`src/inc/oss_consts.vh`:
```
`ifndef OSS_CONSTS_VH
`define OSS_CONSTS_VH

// ----------------------------------------------------------------------
// register byte offsets
// ----------------------------------------------------------------------
`define OSS_CLKCTL_ADDR      12'h000
`define OSS_STARTUP_ADDR     12'h004

// ----------------------------------------------------------------------
// clock control register fields
// ----------------------------------------------------------------------
`define OSS_CUR_LSB          0
`define OSS_NEW_LSB          4
`define OSS_LOCK_BIT         8
`define OSS_LPEN_BIT         9
`define OSS_STARTED_BIT      10
`define OSS_SYSCLK_BIT       11
`define OSS_GAIN_LSB         12

// ----------------------------------------------------------------------
// reset values
// ----------------------------------------------------------------------
`define OSS_LPEN_RST         1'b0

// ----------------------------------------------------------------------
// group and mode codes
// ----------------------------------------------------------------------
`define OSS_GRP_SEC          2'h0
`define OSS_GRP_FRC          2'h1
`define OSS_GRP_SLOW_INTERNAL_RC         2'h2
`define OSS_GRP_PRI          2'h3

`define OSS_MODE_EXT         4'hB
`define OSS_MODE_EXT_IO      4'hC
`define OSS_MODE_EXT_P4      4'hD
`define OSS_MODE_EXT_P8      4'hE
`define OSS_MODE_EXT_P16     4'hF
`define OSS_MODE_RC          4'h9
`define OSS_MODE_RC_IO       4'h8
`define OSS_MODE_XTAL        4'h4
`define OSS_MODE_XTAL_P4     4'h5
`define OSS_MODE_XTAL_P8     4'h6
`define OSS_MODE_XTAL_P16    4'h7

// pll gain codes: 0 none, 1 x4, 2 x8, 3 x16
`define OSS_GAIN_NONE        2'h0
`define OSS_GAIN_X4          2'h1
`define OSS_GAIN_X8          2'h2
`define OSS_GAIN_X16         2'h3

// osc output pin function
`define OSS_PIN_ICLK         2'h0
`define OSS_PIN_GPIO         2'h1
`define OSS_PIN_XDRV         2'h2

// ----------------------------------------------------------------------
// timing
// ----------------------------------------------------------------------
`define OSS_STARTUP_CYCLES   1024
`define OSS_STARTUP_W        10

`endif

```
`src/hw/oss_source_select.v`:
```
// Function
// - pick clock source from group and mode
// - decode group codes; mode for primary, and for pin function in every group
// - decode eleven primary modes from mode field
// - set second osc pin function per mode
// - first osc pin never general I/O
// - ten-bit timer releases after 1024 cycles
// - restart timer on reset and wake
// - delay only for crystal sources
// - low-power crystal runs while enable set
// - low-power crystal clocks only group 00
// - re-apply delay returning from low-power crystal to primary crystal
// - PLL multiplies primary only, x4/x8/x16
// - lock follows PLL phase lock
// - lock bit read only mirror
// - software may request new group later
// - low-power crystal also feeds timer one
// - reset loads current and new group
`timescale 1ns/1ps
`include "oss_consts.vh"

module oss_source_select #(
    parameter CNT_W  = `OSS_STARTUP_W
) (
    // clock and reset (reset covers power-on and brown-out)
    input  wire        core_clk_i,
    input  wire        rst_i,
    // configuration straps
    input  wire [1:0]  group_select_cfg_i,
    input  wire [3:0]  primary_mode_cfg_i,
    // power state and oscillator events (asynchronous)
    input  wire        sleep_i,
    input  wire        osc_tick_i,
    input  wire        pll_phase_locked_i,
    // apb slave
    input  wire        psel_i,
    input  wire        penable_i,
    input  wire        pwrite_i,
    input  wire [11:0] paddr_i,
    input  wire [31:0] pwdata_i,
    output reg  [31:0] prdata_o,
    output reg         pready_o,
    output reg         pslverr_o,
    // clock tree controls
    output reg  [1:0]  current_group_status_o,
    output reg  [1:0]  pll_gain_o,
    output reg         sys_clk_enable_o,
    output reg         sys_logic_reset_o,
    output reg         secondary_osc_enable_o,
    output reg         timer1_rtc_clk_enable_o,
    output reg         pll_lock_o,
    // oscillator pins
    output reg  [1:0]  osc_output_pin_func_o,
    output reg         osc_output_pin_iclk_o,
    output reg         osc_input_pin_gpio_o
);

// ----------------------------------------------------------------------
// decode helpers
// ----------------------------------------------------------------------
// true for sources that need the start-up delay
function is_crystal;
    input [1:0] grp;
    input [3:0] mode;
    begin
        if (grp == `OSS_GRP_SEC)
            is_crystal = 1'b1;
        else if (grp == `OSS_GRP_PRI)
            is_crystal = (mode[3:2] == 2'h0) || (mode[3:2] == 2'h1);
        else
            is_crystal = 1'b0;
    end
endfunction

// gain from mode field; only primary uses the pll
function [1:0] gain_of;
    input [1:0] grp;
    input [3:0] mode;
    begin
        gain_of = `OSS_GAIN_NONE;
        if (grp == `OSS_GRP_PRI) begin
            case (mode)
                `OSS_MODE_XTAL_P4,  `OSS_MODE_EXT_P4:  gain_of = `OSS_GAIN_X4;
                `OSS_MODE_XTAL_P8,  `OSS_MODE_EXT_P8:  gain_of = `OSS_GAIN_X8;
                `OSS_MODE_XTAL_P16, `OSS_MODE_EXT_P16: gain_of = `OSS_GAIN_X16;
                default:                               gain_of = `OSS_GAIN_NONE;
            endcase
        end
    end
endfunction

// second pin function depends on mode field alone
function [1:0] pin_func_of;
    input [3:0] mode;
    begin
        case (mode)
            `OSS_MODE_EXT, `OSS_MODE_RC:       pin_func_of = `OSS_PIN_ICLK;
            `OSS_MODE_EXT_IO, `OSS_MODE_RC_IO,
            `OSS_MODE_EXT_P4, `OSS_MODE_EXT_P8,
            `OSS_MODE_EXT_P16:                 pin_func_of = `OSS_PIN_GPIO;
            default:                           pin_func_of = `OSS_PIN_XDRV;
        endcase
    end
endfunction

// ----------------------------------------------------------------------
// input synchronisers
// ----------------------------------------------------------------------
reg  [2:0] sync_a;
reg  [2:0] sync_b;
wire       sleep_s  = sync_b[0];
wire       tick_s   = sync_b[1];
wire       lock_s   = sync_b[2];
reg        tick_d;
reg        sleep_d;

always @(posedge core_clk_i or posedge rst_i) begin
    if (rst_i) begin
        sync_a  <= 3'h0;
        sync_b  <= 3'h0;
        tick_d  <= 1'b0;
        sleep_d <= 1'b0;
    end else begin
        sync_a  <= {pll_phase_locked_i, osc_tick_i, sleep_i};
        sync_b  <= sync_a;
        tick_d  <= tick_s;
        sleep_d <= sleep_s;
    end
end

wire tick_rise = tick_s & ~tick_d;
wire wake      = sleep_d & ~sleep_s;

// ----------------------------------------------------------------------
// configuration capture after reset release
// ----------------------------------------------------------------------
// straps are sampled by a clock edge, never by the async reset itself
reg        cfg_loaded;
reg  [1:0] cur_group;
reg  [1:0] new_group;
reg  [3:0] mode_cfg;
reg        lp_enable;

// ----------------------------------------------------------------------
// apb slave, single-cycle access
// ----------------------------------------------------------------------
wire apb_setup  = psel_i & ~penable_i;
wire apb_access = psel_i & penable_i & pready_o;
wire hit_ctl    = (paddr_i == `OSS_CLKCTL_ADDR);
wire hit_stu    = (paddr_i == `OSS_STARTUP_ADDR);
wire ctl_wr     = apb_access & pwrite_i & hit_ctl;

// switch request: a new group while the current one differs
wire switch_go  = cfg_loaded && (new_group != cur_group) && !ctl_wr;
// leaving low-power crystal for a primary crystal restarts the delay
wire back_to_xt = switch_go && (cur_group == `OSS_GRP_SEC)
                  && is_crystal(new_group, mode_cfg);

always @(posedge core_clk_i or posedge rst_i) begin
    if (rst_i) begin
        cfg_loaded <= 1'b0;
        cur_group  <= `OSS_GRP_FRC;
        new_group  <= `OSS_GRP_FRC;
        mode_cfg   <= 4'h0;
        lp_enable  <= `OSS_LPEN_RST;
    end else if (!cfg_loaded) begin
        cfg_loaded <= 1'b1;
        cur_group  <= group_select_cfg_i;
        new_group  <= group_select_cfg_i;
        mode_cfg   <= primary_mode_cfg_i;
    end else begin
        if (ctl_wr) begin
            new_group <= pwdata_i[`OSS_NEW_LSB+1:`OSS_NEW_LSB];
            lp_enable <= pwdata_i[`OSS_LPEN_BIT];
        end
        // group switch takes effect one cycle after the request
        if (switch_go) begin
            cur_group <= new_group;
        end
    end
end

// ----------------------------------------------------------------------
// start-up delay timer
// ----------------------------------------------------------------------
wire restart = !cfg_loaded || wake || back_to_xt;
wire [CNT_W-1:0] st_count;
wire             st_done;

oss_startup_timer #(
    .CNT_W     (CNT_W)
) u_startup (
    .core_clk_i (core_clk_i),
    .rst_i      (rst_i),
    .restart_i  (restart),
    .osc_tick_i (tick_rise),
    .done_o     (st_done),
    .count_o    (st_count)
);

// crystal sources wait for the timer, others are ready at once
wire need_delay = is_crystal(cur_group, mode_cfg);
wire clk_ready  = cfg_loaded && !restart && (st_done || !need_delay);
// low-power crystal drives the system only while enabled
wire lp_ok      = (cur_group != `OSS_GRP_SEC) || lp_enable;

// ----------------------------------------------------------------------
// registered outputs
// ----------------------------------------------------------------------
always @(posedge core_clk_i or posedge rst_i) begin
    if (rst_i) begin
        current_group_status_o  <= `OSS_GRP_FRC;
        pll_gain_o              <= `OSS_GAIN_NONE;
        sys_clk_enable_o        <= 1'b0;
        sys_logic_reset_o       <= 1'b1;
        secondary_osc_enable_o  <= 1'b0;
        timer1_rtc_clk_enable_o <= 1'b0;
        pll_lock_o              <= 1'b0;
        osc_output_pin_func_o   <= `OSS_PIN_XDRV;
        osc_output_pin_iclk_o   <= 1'b0;
        osc_input_pin_gpio_o    <= 1'b0;
    end else begin
        current_group_status_o  <= cur_group;
        pll_gain_o              <= gain_of(cur_group, mode_cfg);
        sys_clk_enable_o        <= clk_ready && lp_ok;
        sys_logic_reset_o       <= !(clk_ready && lp_ok);
        // runs through sleep too: sleep is not a term here
        secondary_osc_enable_o  <= lp_enable;
        // rtc path stays open alongside system-clock use
        timer1_rtc_clk_enable_o <= lp_enable;
        pll_lock_o              <= lock_s;
        osc_output_pin_func_o   <= pin_func_of(mode_cfg);
        osc_output_pin_iclk_o   <= (pin_func_of(mode_cfg) == `OSS_PIN_ICLK);
        osc_input_pin_gpio_o    <= 1'b0;
    end
end

// ----------------------------------------------------------------------
// apb response: ready in access, data registered on setup
// ----------------------------------------------------------------------
always @(posedge core_clk_i or posedge rst_i) begin
    if (rst_i) begin
        prdata_o  <= 32'h0000_0000;
        pready_o  <= 1'b0;
        pslverr_o <= 1'b0;
    end else begin
        pready_o  <= apb_setup;
        pslverr_o <= apb_setup & ~(hit_ctl | hit_stu);
        prdata_o  <= 32'h0000_0000;
        if (apb_setup && !pwrite_i && hit_ctl) begin
            prdata_o[`OSS_CUR_LSB+1:`OSS_CUR_LSB]   <= cur_group;
            prdata_o[`OSS_NEW_LSB+1:`OSS_NEW_LSB]   <= new_group;
            prdata_o[`OSS_LOCK_BIT]                 <= lock_s;
            prdata_o[`OSS_LPEN_BIT]                 <= lp_enable;
            prdata_o[`OSS_STARTED_BIT]              <= st_done;
            prdata_o[`OSS_SYSCLK_BIT]               <= sys_clk_enable_o;
            prdata_o[`OSS_GAIN_LSB+1:`OSS_GAIN_LSB] <= gain_of(cur_group, mode_cfg);
        end else if (apb_setup && !pwrite_i && hit_stu) begin
            prdata_o[CNT_W-1:0] <= st_count;
        end
    end
end

endmodule // oss_source_select

```
`src/hw/oss_startup_timer.v`:
```
`timescale 1ns/1ps
`include "oss_consts.vh"

module oss_startup_timer #(
    parameter CNT_W  = `OSS_STARTUP_W
) (
    // clock and reset
    input  wire             core_clk_i,
    input  wire             rst_i,
    // control
    input  wire             restart_i,
    input  wire             osc_tick_i,
    // status
    output reg              done_o,
    output reg  [CNT_W-1:0] count_o
);

// ----------------------------------------------------------------------
// ten-bit counter of oscillator cycles; done after full wrap
// ----------------------------------------------------------------------
// done sets when the counter wraps, i.e. after 2**CNT_W ticks
always @(posedge core_clk_i or posedge rst_i) begin
    if (rst_i) begin
        count_o <= {CNT_W{1'b0}};
        done_o  <= 1'b0;
    end else if (restart_i) begin
        count_o <= {CNT_W{1'b0}};
        done_o  <= 1'b0;
    end else if (osc_tick_i && !done_o) begin
        count_o <= count_o + 1'b1;
        if (&count_o) begin
            done_o <= 1'b1;
        end
    end
end

endmodule // oss_startup_timer

```
`config.mk`:
```
export PLATFORM = sky130hd
export DESIGN_NAME = oss_source_select
export DESIGN_NICKNAME = d
export VERILOG_FILES = /design/src/hw/oss_source_select.v /design/src/hw/oss_startup_timer.v
export VERILOG_INCLUDE_DIRS = /design/src /design/src/inc
export SDC_FILE = /design/constraint.sdc
export NUM_CORES = 1
export LEC_CHECK = 0
export BUFFER_PORTS_ARGS = -buffer_cell sky130_fd_sc_hd__buf_2
export CAP_MARGIN = 0
export CORE_MARGIN = 2
export CORE_UTILIZATION = 50
export DETAILED_ROUTE_END_ITERATION = 10
export PLACE_DENSITY = 0.83
export SKIP_LAST_GASP = 1
export SLEW_MARGIN = 0
export SYNTH_ARGS = -nofsm -noshare
export SYNTH_HDL_FRONTEND = slang
export SYNTH_HIERARCHICAL = 1
export SYNTH_SLANG_ARGS = --single-unit
```
`constraint.sdc`:
```
create_clock -name core_clk_i -period 4.33 [get_ports core_clk_i]
set_clock_uncertainty 0.15 [all_clocks]
set_input_delay 0.2165 -clock core_clk_i [delete_from_list [all_inputs] [get_ports core_clk_i]]
set_output_delay 0.2165 -clock core_clk_i [all_outputs]
set_load 0.05 [all_outputs]
```
==> flow_metrics.py, run 1 <==
metrics = {
    "status": {
        "status": "completed",
    },
    "layout": {
        "diodes": 0,
        "fin_area_sq_um": 2810,
        "fin_util_pct": 63.1,
        "final_cell_mix": "56 x buf_2, 51 x dfrtp_1, 20 x conb_1",
        "syn_to_final_growth_pct": 19.4,
        "regArea_sq_um": 1410,
        "n_fill_cell": 374,
        "drive_gt1_share_pct": 32.2,
        "mostFrequentLayoutCell": "buf_2",
        "final_nets": 319,
        "stdcell_count": 313,
        "multiInputGateArea_sq_um": 818,
    },
    "timing": {
        "post-route-period-util_pct": 45.5,
        "hold_violations": 0,
        "setup_viol_count_final": 0,
        "slew_headroom_pct": 57.6,
        "worst_slew_pin_slew_ns": 0.631,
        "rsz0062_at_grt": "no",
        "setup_tns_ns": 0,
        "final_max_slew_viol_count": 0,
        "max_freq_ghz": 0.508,
        "finalCriticalPeriod_ns": 1.97,
    },
    "flow_run": {
        "timing.max_cap.violations": 0,
    },
    "grt": {
        "overflow": 0,
        "grt_max_degree": 28,
        "grt_pass1_wl_microns": 7110,
        "grt_util_all_layers_pct": 17.8,
        "grt_pass1_vias": 1507,
        "antenna_found_initial": 0,
    },
    "die": {
        "fp.coreArea_sq_um": 4440,
        "die_x_microns": 72.6,
        "die_y_microns": 72.6,
        "dieArea_sq_um": 5260,
        "num_rows": 24,
        "start_util_pct": 52.9,
        "pin_count": 105,
    },
    "critical_path": {
        "cpPeakStageDelay_ns": 0.49,
        "worst-path-max-fanout": 14,
        "crit_required_ns": 4.37,
        "cp_slowest_cell": "dfrtp_1",
        "r2r-start": "cur_group[1]",
        "path_delay_family": "flip-flops",
        "arrival_ns": 2.01,
        "crit_chain": "nor4b_1 > a31o_1 > nor2_1 > mux2_1",
        "r2r_slack_ns": 2.36,
        "worstSetupPathType": "flop to flop",
        "startpoint": "cur_group[1]",
        "crit_buf_inv": 0,
        "cp-end-kind": "flop",
        "worstSetupStartpointType": "flop",
    },
    "drt": {
        "wire_per_inst_microns": 14.2,
        "vias": 1608,
        "firstDrtPassIters": 4,
        "drtIter0Drc": 122,
        "routed_wl_microns": 4440,
        "drc": 0,
        "ant_nets": 0,
        "vias_per_cell": 5.14,
    },
    "placement": {
        "place.gp.congestion": 0.795,
        "portBuffers": 56,
        "placed_area_sq_um": 2610,
        "dp_hpwl_microns": 2990,
        "place_inst": 295,
    },
    "logic_synthesis": {
        "synth.distinct_cells": 42,
        "ys_ff_latch": 56,
        "syn_avg_cell_area_sq_um": 12.4,
        "syn-cell-area_sq_um": 2350,
        "syn_inst": 190,
        "synthArstFlopShare_pct": 100,
        "synth_ff_type": "dfrtp_1",
        "synth-seq-area-share_pct": 59.9,
        "yosysWarnings": 6,
        "synth_edf_count": 0,
    },
    "clocking": {
        "cts_buffers": 5,
        "path_clk_slew_ns": 0.10,
        "cts_setup_buffers": 0,
        "cts_sinks": 56,
        "ctsResizeCount": 0,
        "cts.path.max_buffers": 2,
        "h-tree-depth": 2,
        "hold_buffers": 10,
        "clock_latency_ns": 0.31,
        "cts_root_buffer": "clkbuf_8",
        "cts_tree": "yes",
    },
    "power_and_ir_drop": {
        "powerDensity_nw_per_um2": 352,
        "ir_drop_mv": 0.177,
        "p_leak_uw": 0.00138,
        "finalPower_uw": 988,
    },
    "min_path": {
        "min-delay-start": "group_select_cfg_i[1]",
        "hp-class": "primary input to flop",
    },
}
-- per-layer routing --
metal	GRT usage [%]	share of wire (%)	up-vias
met5	0	0	-
met4	6.38	1.5	0
met3	4.17	6.5	6
met2	30.4	51	72
met1	22.2	41	766
li1	-	-	764
-- state kept, by name, summed over array words and instances, names as in the netlist, 2 cells and up --
register / flops
prdata_o: 14
u_startup/count_o: 10
mode_cfg: 4
sync_a: 3
sync_b: 3
cur_group: 2
current_group_status_o: 2
new_group: 2
osc_output_pin_func_o: 2
pll_gain_o: 2
-- synth_stat cells, types with 2 or more instances --
master / n / area share (%)
mux2i_1: 3 / 1.3
o21ai_0: 4 / 0.85
nand3b_1: 2 / 0.64
and2_1: 8 / 2.1
a22o_1: 6 / 2.2
nor4_4: 4 / 3.6
and4_1: 3 / 1.1
o31ai_1: 3 / 0.96
or3_1: 3 / 0.80
nor3_1: 3 / 0.64
conb_1: 2 / 0.32
nand2_1: 10 / 1.6
mux2_2: 5 / 2.4
dfrtp_1: 51 / 54
a21oi_1: 11 / 2.3
nor2_1: 10 / 1.6
inv_1: 9 / 1.4
nand3_1: 2 / 0.43
dfstp_2: 5 / 5.6
buf_4: 20 / 6.4
clkbuf_1: 2 / 0.32
or4_1: 4 / 1.3
-- path summary, 6_finish.rpt --
check,end,cells past startpoint
min,new_group[1],3
max reg2reg,u_startup/count_o[9],4
max in group asynchronous,osc_output_pin_func_o[1],4
min reg2reg,sync_b[1],0
min in group asynchronous,u_startup/count_o[0],3
max,u_startup/count_o[9],4
-- logic make-up after synthesis --
logic type	after synthesis	share of synthesized area [%]
flops	56	59.9
compound gates	29	7.99
buf+inv	31	8.15
fa+ha+maj	1	0.532
simple gates	60	18.2
other cells	2	0.320
mux	9	4.15
xor+xnor	2	0.746
-- worst min-delay path: cells and delay by family --
| family | cells | cell delay (ns) |
|---|---|---|
| AOI/OAI and AO/OA | 1 | 0.10 |
| buffers and inverters | 1 | 0.08 |
| and+or+nand+nor | 1 | 0.04 |
-- power by group --
part | leakage (uW) | internal (uW) | switching, uW
combinational | 0.000625 | 36.6 | 106
clock | 0.0000404 | 115 | 167
sequential | 0.000718 | 547 | 16.9
total | 0.00138 | 698 | 290
-- per-stage QoR --
step	worst slack, ns	hold slack (ns)
after floorplan	2.45	-0.0811
after global placement	2.37	0.0987
after detailed placement	2.31	0.101
after CTS	2.38	0.0171
after global routing	2.21	0.0302
final	2.36	0.0194
-- cell type report --
cell class / instances / area share (%)
Sequential cell: 56 / 50.2
Inverter: 9 / 1.20
Timing Repair Buffer: 67 / 13.8
Clock inverter: 3 / 0.847
Tap cell: 52 / 2.32
Clock buffer: 5 / 2.45
Multi-Input combinational cell: 121 / 29.2
Note: power is estimated with default switching activity, not from simulation.
==> inputs of run 2 (changes only) <==
--- a/config.mk
+++ b/config.mk
@@ -9,9 +9,9 @@
 export BUFFER_PORTS_ARGS = -buffer_cell sky130_fd_sc_hd__buf_2
 export CAP_MARGIN = 0
 export CORE_MARGIN = 2
-export CORE_UTILIZATION = 50
+export CORE_UTILIZATION = 47
 export DETAILED_ROUTE_END_ITERATION = 10
-export PLACE_DENSITY = 0.83
+export PLACE_DENSITY = 0.79
 export SKIP_LAST_GASP = 1
 export SLEW_MARGIN = 0
 export SYNTH_ARGS = -nofsm -noshare
==> constraint.sdc (replaced) <==
create_clock -name core_clk_i -period 1.87 [get_ports core_clk_i]
set_clock_uncertainty 0.15 [all_clocks]
set_input_delay 0.0935 -clock core_clk_i [delete_from_list [all_inputs] [get_ports core_clk_i]]
set_output_delay 0.0935 -clock core_clk_i [all_outputs]
set_load 0.05 [all_outputs]
==> run 2 against run 1 <==
Effect of this change: via count increased by 6.3%; clock power increased to 3.2 times the previous value; worst setup slack got worse by 2.3 ns; die area increased by 6.0%; global-route usage decreased by 0.67 points; combinational power increased to 2.6 times the previous value; worst hold slack improved by 0.0032 ns; sequential share of layout area decreased by 4.0 points; first-iteration DRC count increased by 6.6%; largest cell class unchanged; highest routed layer unchanged.
==> flow_metrics.py, run 2 (synthesis results as in run 1) <==
metrics = {
    "layout": {
        "syn_to_final_growth_pct": 29.8,
        "regMostFlops": "prdata_o",
        "mostFrequentLayoutCell": "buf_2",
        "diodes": 0,
        "largest_reg_flops": 14,
        "stdcell_count": 346,
        "top_regs": "prdata_o x14, u_startup/count_o x10, mode_cfg x4",
        "final_nets": 338,
        "final_cell_mix": "56 x buf_2, 50 x dfrtp_1, 20 x conb_1",
        "drive_gt1_share_pct": 34.4,
    },
    "placement": {
        "preCtsSetupSlack_ns": 0.0571,
        "place.gp.congestion": 0.840,
        "portBuffers": 56,
        "place_inst": 318,
        "dp_hpwl_microns": 3080,
    },
    "drt": {
        "firstDrtPassIters": 5,
        "drc": 0,
        "ant_nets": 0,
        "wire_per_inst_microns": 13.4,
        "routed_wl_microns": 4640,
        "drtIter0Drc": 130,
        "vias": 1709,
        "vias_per_cell": 4.94,
    },
    "min_path": {
        "min-delay-start": "psel_i",
        "whs_path_depth": 3,
        "min_to": "pready_o",
        "hp-class": "primary input to flop",
    },
    "die": {
        "die_y_microns": 74.7,
        "dieArea_sq_um": 5580,
        "start_util_pct": 49.1,
        "num_rows": 25,
        "fp.coreArea_sq_um": 4790,
        "pin_count": 105,
        "die_x_microns": 74.7,
    },
    "grt": {
        "grt_pass1_wl_microns": 7160,
        "overflow": 0,
        "antenna_found_initial": 0,
        "grt_pass1_vias": 1539,
        "grt_max_degree": 31,
        "grt_util_all_layers_pct": 17.2,
    },
    "timing": {
        "hold_violations": 0,
        "final_max_slew_viol_count": 0,
        "post-route-period-util_pct": 96.2,
        "setup_viol_count_final": 0,
        "fin_ws_ns": 0.0714,
        "max_freq_ghz": 0.556,
        "finalCriticalPeriod_ns": 1.80,
        "setup_tns_ns": 0,
    },
    "critical_path": {
        "r2r_slack_ns": 0.10,
        "crit_required_ns": 1.94,
        "rr_endpoint": "u_startup/count_o[9]",
        "worstSetupStartpointType": "primary input",
        "cp_slowest_cell": "dlygate4sd3_1",
        "cpPeakStageDelay_ns": 0.53,
        "r2r.worst_path.cells": 4,
        "r2r-start": "tick_d",
        "crit_chain": "dlygate4sd3_1 > buf_2 > nor4b_4 > nand4_2 > a31o_1 > or3_1",
        "worst-path-max-fanout": 5,
        "worstSetupPathType": "primary input to flop",
        "cp-end-kind": "flop",
        "arrival_ns": 1.87,
    },
    "power_and_ir_drop": {
        "ir_drop_mv": 0.391,
        "powerDensity_nw_per_um2": 837,
        "p_leak_uw": 0.00151,
    },
    "clocking": {
        "clock_latency_ns": 0.30,
        "path_clk_slew_ns": 0.09,
        "cts_sinks": 56,
        "cts_tree": "yes",
        "cts_root_buffer": "clkbuf_8",
        "h-tree-depth": 2,
        "cts.path.max_buffers": 2,
        "cts_buffers": 5,
    },
    "status": {
        "status": "completed",
    },
    "flow_run": {
        "timing.max_cap.violations": 0,
    },
}
-- run 2: per-stage QoR --
step	instance area, sq um	power (uW)	util, %	hold slack, ns
finish	3050	2550	63.7	0.0226
global route	3050	2650	63.7	0.0312
CTS	3020	2570	63.2	0.0191
detailed placement	2710	1660	56.5	-0.0571
global placement	2710	1650	56.5	-0.0642
floorplan	2420	1590	-	-0.204
-- run 2: what timing repair did --
item | CTS | global route
hold buffers | 19 | 0
resized for setup | 0 | 2
hold endpoints to repair | 64 | 0
endpoints found under the setup margin | 0 | 7
buffers inserted | 0 | 2
-- run 2: worst max-delay path by stage --
| stage | start | endpoint | slack [ns] | cells after the start |
|---|---|---|---|---|
| after global routing | paddr_i[10] | sys_logic_reset_o | -0.006 | 6 |
| final | paddr_i[3] | sys_logic_reset_o | 0.07 | 6 |
| after detailed placement | tick_d | u_startup/count_o[9] | 0.06 | 4 |
| after floorplan | pready_o | sys_logic_reset_o | 0.13 | 4 |
| after global placement | sync_b[1] | u_startup/count_o[9] | 0.06 | 4 |
| after CTS | tick_d | u_startup/count_o[9] | 0.03 | 4 |
-- run 2: report_power, final --
group,switching (uW),internal [uW]
Combinational,264,110
Sequential,27.4,1270
Clock,359,527
-- run 2: critical path, delay by kind of cell --
kind            cells  cell delay (ns)
compound gates      1             0.30
buf+inv             2             0.67
simple gates        3             0.81
-- run 2: area by class of cell --
cell class	instances	area (sq um)
clock buffer	5	68.8
clock inverter	2	60.1
fill	372	1740
inverter	9	33.8
multi-input combinational	121	830
sequential	56	1410
tap	67	83.8
timing repair buffer	86	566
-- run 2: per-layer routing --
layer  vias to the layer above  share of wire, %  global-route usage, %
met2                        89                47                   27.1
met3                         8               6.5                   3.21
met5                         -                 0                      0
met1                       807                44                   23.3
met4                         0               2.1                   7.54
li1                        805                 -                      -
==> inputs of run 3 (changes only) <==
--- a/config.mk
+++ b/config.mk
@@ -8,10 +8,11 @@
 export LEC_CHECK = 0
 export BUFFER_PORTS_ARGS = -buffer_cell sky130_fd_sc_hd__buf_2
 export CAP_MARGIN = 0
+export CORE_ASPECT_RATIO = 1.25
 export CORE_MARGIN = 2
-export CORE_UTILIZATION = 47
+export CORE_UTILIZATION = 42
 export DETAILED_ROUTE_END_ITERATION = 10
-export PLACE_DENSITY = 0.79
+export PLACE_DENSITY = 0.74
 export SKIP_LAST_GASP = 1
 export SLEW_MARGIN = 0
 export SYNTH_ARGS = -nofsm -noshare
==> constraint.sdc (replaced) <==
create_clock -name core_clk_i -period 1.6 [get_ports core_clk_i]
set_clock_uncertainty 0.15 [all_clocks]
set_input_delay 0.08 -clock core_clk_i [delete_from_list [all_inputs] [get_ports core_clk_i]]
set_output_delay 0.08 -clock core_clk_i [all_outputs]
set_load 0.05 [all_outputs]
==> run 3 against run 2 <==
Effect of this change: the run now ends with setup timing left; critical path depth down 2; worst hold slack got worse by 0.0058 ns; count of clock-buffer cells in the layout is the same; design area increased by 3.8%; via count increased by 1.1%; non-clock buffer count up 11; cell count increased by 2.6%; core utilization is 5.2 points lower; largest cell class unchanged; largest power group unchanged.
==> flow_metrics.py, run 3 (synthesis results as in run 1) <==
metrics = {
    "critical_path": {
        "crit_buf_inv": 0,
        "cpPeakStageDelay_ns": 0.56,
        "worstSetupStartpointType": "flop",
        "crit_chain": "nor2b_4 > nand3b_1 > or4_4 > a21oi_2",
        "worstSetupPathType": "flop to flop",
        "path_delay_family": "simple AND/OR/NAND/NOR gates",
        "cp_slowest_cell": "or4_4",
        "worst-path-max-fanout": 6,
        "arrival_ns": 1.78,
        "cp-end-kind": "flop",
        "crit_required_ns": 1.69,
    },
    "power_and_ir_drop": {
        "seqPwrFrac_pct": 54.9,
        "ir_drop_mv": 0.360,
        "internal_power_uw": 1940,
        "p_clk_share_pct": 28.6,
        "finalPower_uw": 2750,
        "power_switching_uw": 810,
        "power_frac_comb_pct": 16.4,
        "p_leak_uw": 0.00158,
        "switching_share_pct": 29.5,
        "powerDensity_nw_per_um2": 868,
    },
    "layout": {
        "final_nets": 349,
        "top_regs": "prdata_o x14, u_startup/count_o x10, mode_cfg x4",
        "drive_gt1_share_pct": 42.3,
        "mostFrequentLayoutCell": "buf_2",
        "diodes": 0,
        "largest_reg_flops": 14,
        "n_fill_cell": 466,
        "syn_to_final_growth_pct": 34.8,
        "fin_area_sq_um": 3170,
        "final_cell_mix": "56 x buf_2, 50 x dfrtp_1, 24 x buf_4",
        "regMostFlops": "prdata_o",
        "stdcell_count": 355,
    },
    "placement": {
        "portBuffers": 56,
        "dp_hpwl_microns": 3240,
        "place.gp.congestion": 0.817,
        "place_inst": 327,
        "placed_area_sq_um": 2790,
    },
    "timing": {
        "setup_tns_ns": -0.270,
        "whs_ns": 0.0169,
        "setup_viol_count_final": 5,
        "rsz0062_at_grt": "yes",
        "fin_ws_ns": -0.0916,
        "post-route-period-util_pct": 106,
        "hold_violations": 0,
        "final_max_slew_viol_count": 0,
        "finalCriticalPeriod_ns": 1.69,
        "max_freq_ghz": 0.591,
    },
    "drt": {
        "ant_nets": 0,
        "wire_per_inst_microns": 13.1,
        "vias_per_cell": 4.87,
        "drc": 0,
        "routed_wl_microns": 4660,
        "drtIter0Drc": 117,
        "vias": 1728,
        "firstDrtPassIters": 4,
    },
    "clocking": {
        "cts_tree": "yes",
        "cts_root_buffer": "clkbuf_8",
        "h-tree-depth": 2,
        "clock_latency_ns": 0.30,
        "cts_buffers": 5,
        "cts.path.max_buffers": 2,
        "cts_sinks": 56,
        "path_clk_slew_ns": 0.10,
    },
    "die": {
        "pin_count": 105,
        "die_y_microns": 87.6,
        "start_util_pct": 43.5,
        "dieArea_sq_um": 6210,
        "num_rows": 30,
        "fp.coreArea_sq_um": 5410,
        "die_x_microns": 70.9,
    },
    "flow_run": {
        "timing.max_cap.violations": 0,
    },
    "grt": {
        "grt_pass1_wl_microns": 7620,
        "grt_max_degree": 37,
        "antenna_found_initial": 0,
        "overflow": 0,
        "grt_util_all_layers_pct": 15.4,
        "grt_pass1_vias": 1649,
    },
    "status": {
        "violations": "setup timing",
        "status": "finished, violations left",
    },
    "min_path": {
        "hp-class": "primary input to flop",
    },
}
[run 3: cell types whose count changed in the layout (fill, tap and decap cells not counted), sizes merged]
cell         change
clkinv           +1
inv              +1
bufinv           -2
clkinvlp         +1
dlygate4sd3      -4
buf             +15
[run 3: metal layers]
layer	vias to the layer above	track usage (%)	share of wire (%)
li1	823	-	-
met1	828	18.8	42
met2	73	28.0	51
met3	4	2.65	6.0
met4	0	4.63	0.99
met5	-	0	0
[run 3: repair_timing]
action / in CTS / in global routing
resized for setup: 8 / 13
buffers inserted: 3 / 2
hold buffers: 15 / 0
setup endpoints to repair: 7 / 12
hold endpoints to repair: 65 / 0
cloned: 0 / 0
pin swaps: 5 / 2
[run 3: cell type report]
class                   instances  area [sq um]  share of cell area, %
flip-flops and latches         56          1410                   44.5
multi-input cells             121           908                   28.7
repair buffers                 97           642                   20.3
well taps                      64          80.1                   2.53
clock buffers                   5          68.8                   2.17
inverters                       9          33.8                   1.07
clock inverters                 3          25.0                  0.790
[run 3: worst min-delay path, cell delays in order]
cell,delay (ns)
buf_2,0.10
nor4_4,0.04
a31oi_1,0.20
[run 3: final timing paths]
check                      startpoint  cells after the start              endpoint  slack [ns]
setup / recovery               tick_d                      4  u_startup/count_o[5]       -0.09
max in group asynchronous       rst_i                      4          new_group[0]        0.65
hold reg to reg             sync_a[0]                      0             sync_b[0]        0.21
setup reg to reg               tick_d                      4  u_startup/count_o[5]       -0.09
min in group asynchronous       rst_i                      3             sync_a[0]        0.11
hold / removal             paddr_i[6]                      3             pslverr_o        0.02
[run 3: power by group through the flow]
stage	combinational (uW)	sequential, uW	clock (uW)
after global placement	408	1530	0
after global routing	482	1520	879
after CTS	448	1510	810
final	452	1510	787
after floorplan	228	1630	0
after detailed placement	414	1530	0
[run 3: metrics by stage]
stage               util, %  setup WS [ns]
finish                 58.6        -0.0916
floorplan                 -        -0.0818
CTS                    57.5        -0.0812
global route           58.6         -0.145
detailed placement     51.7        -0.0835
global placement       51.7        -0.0571
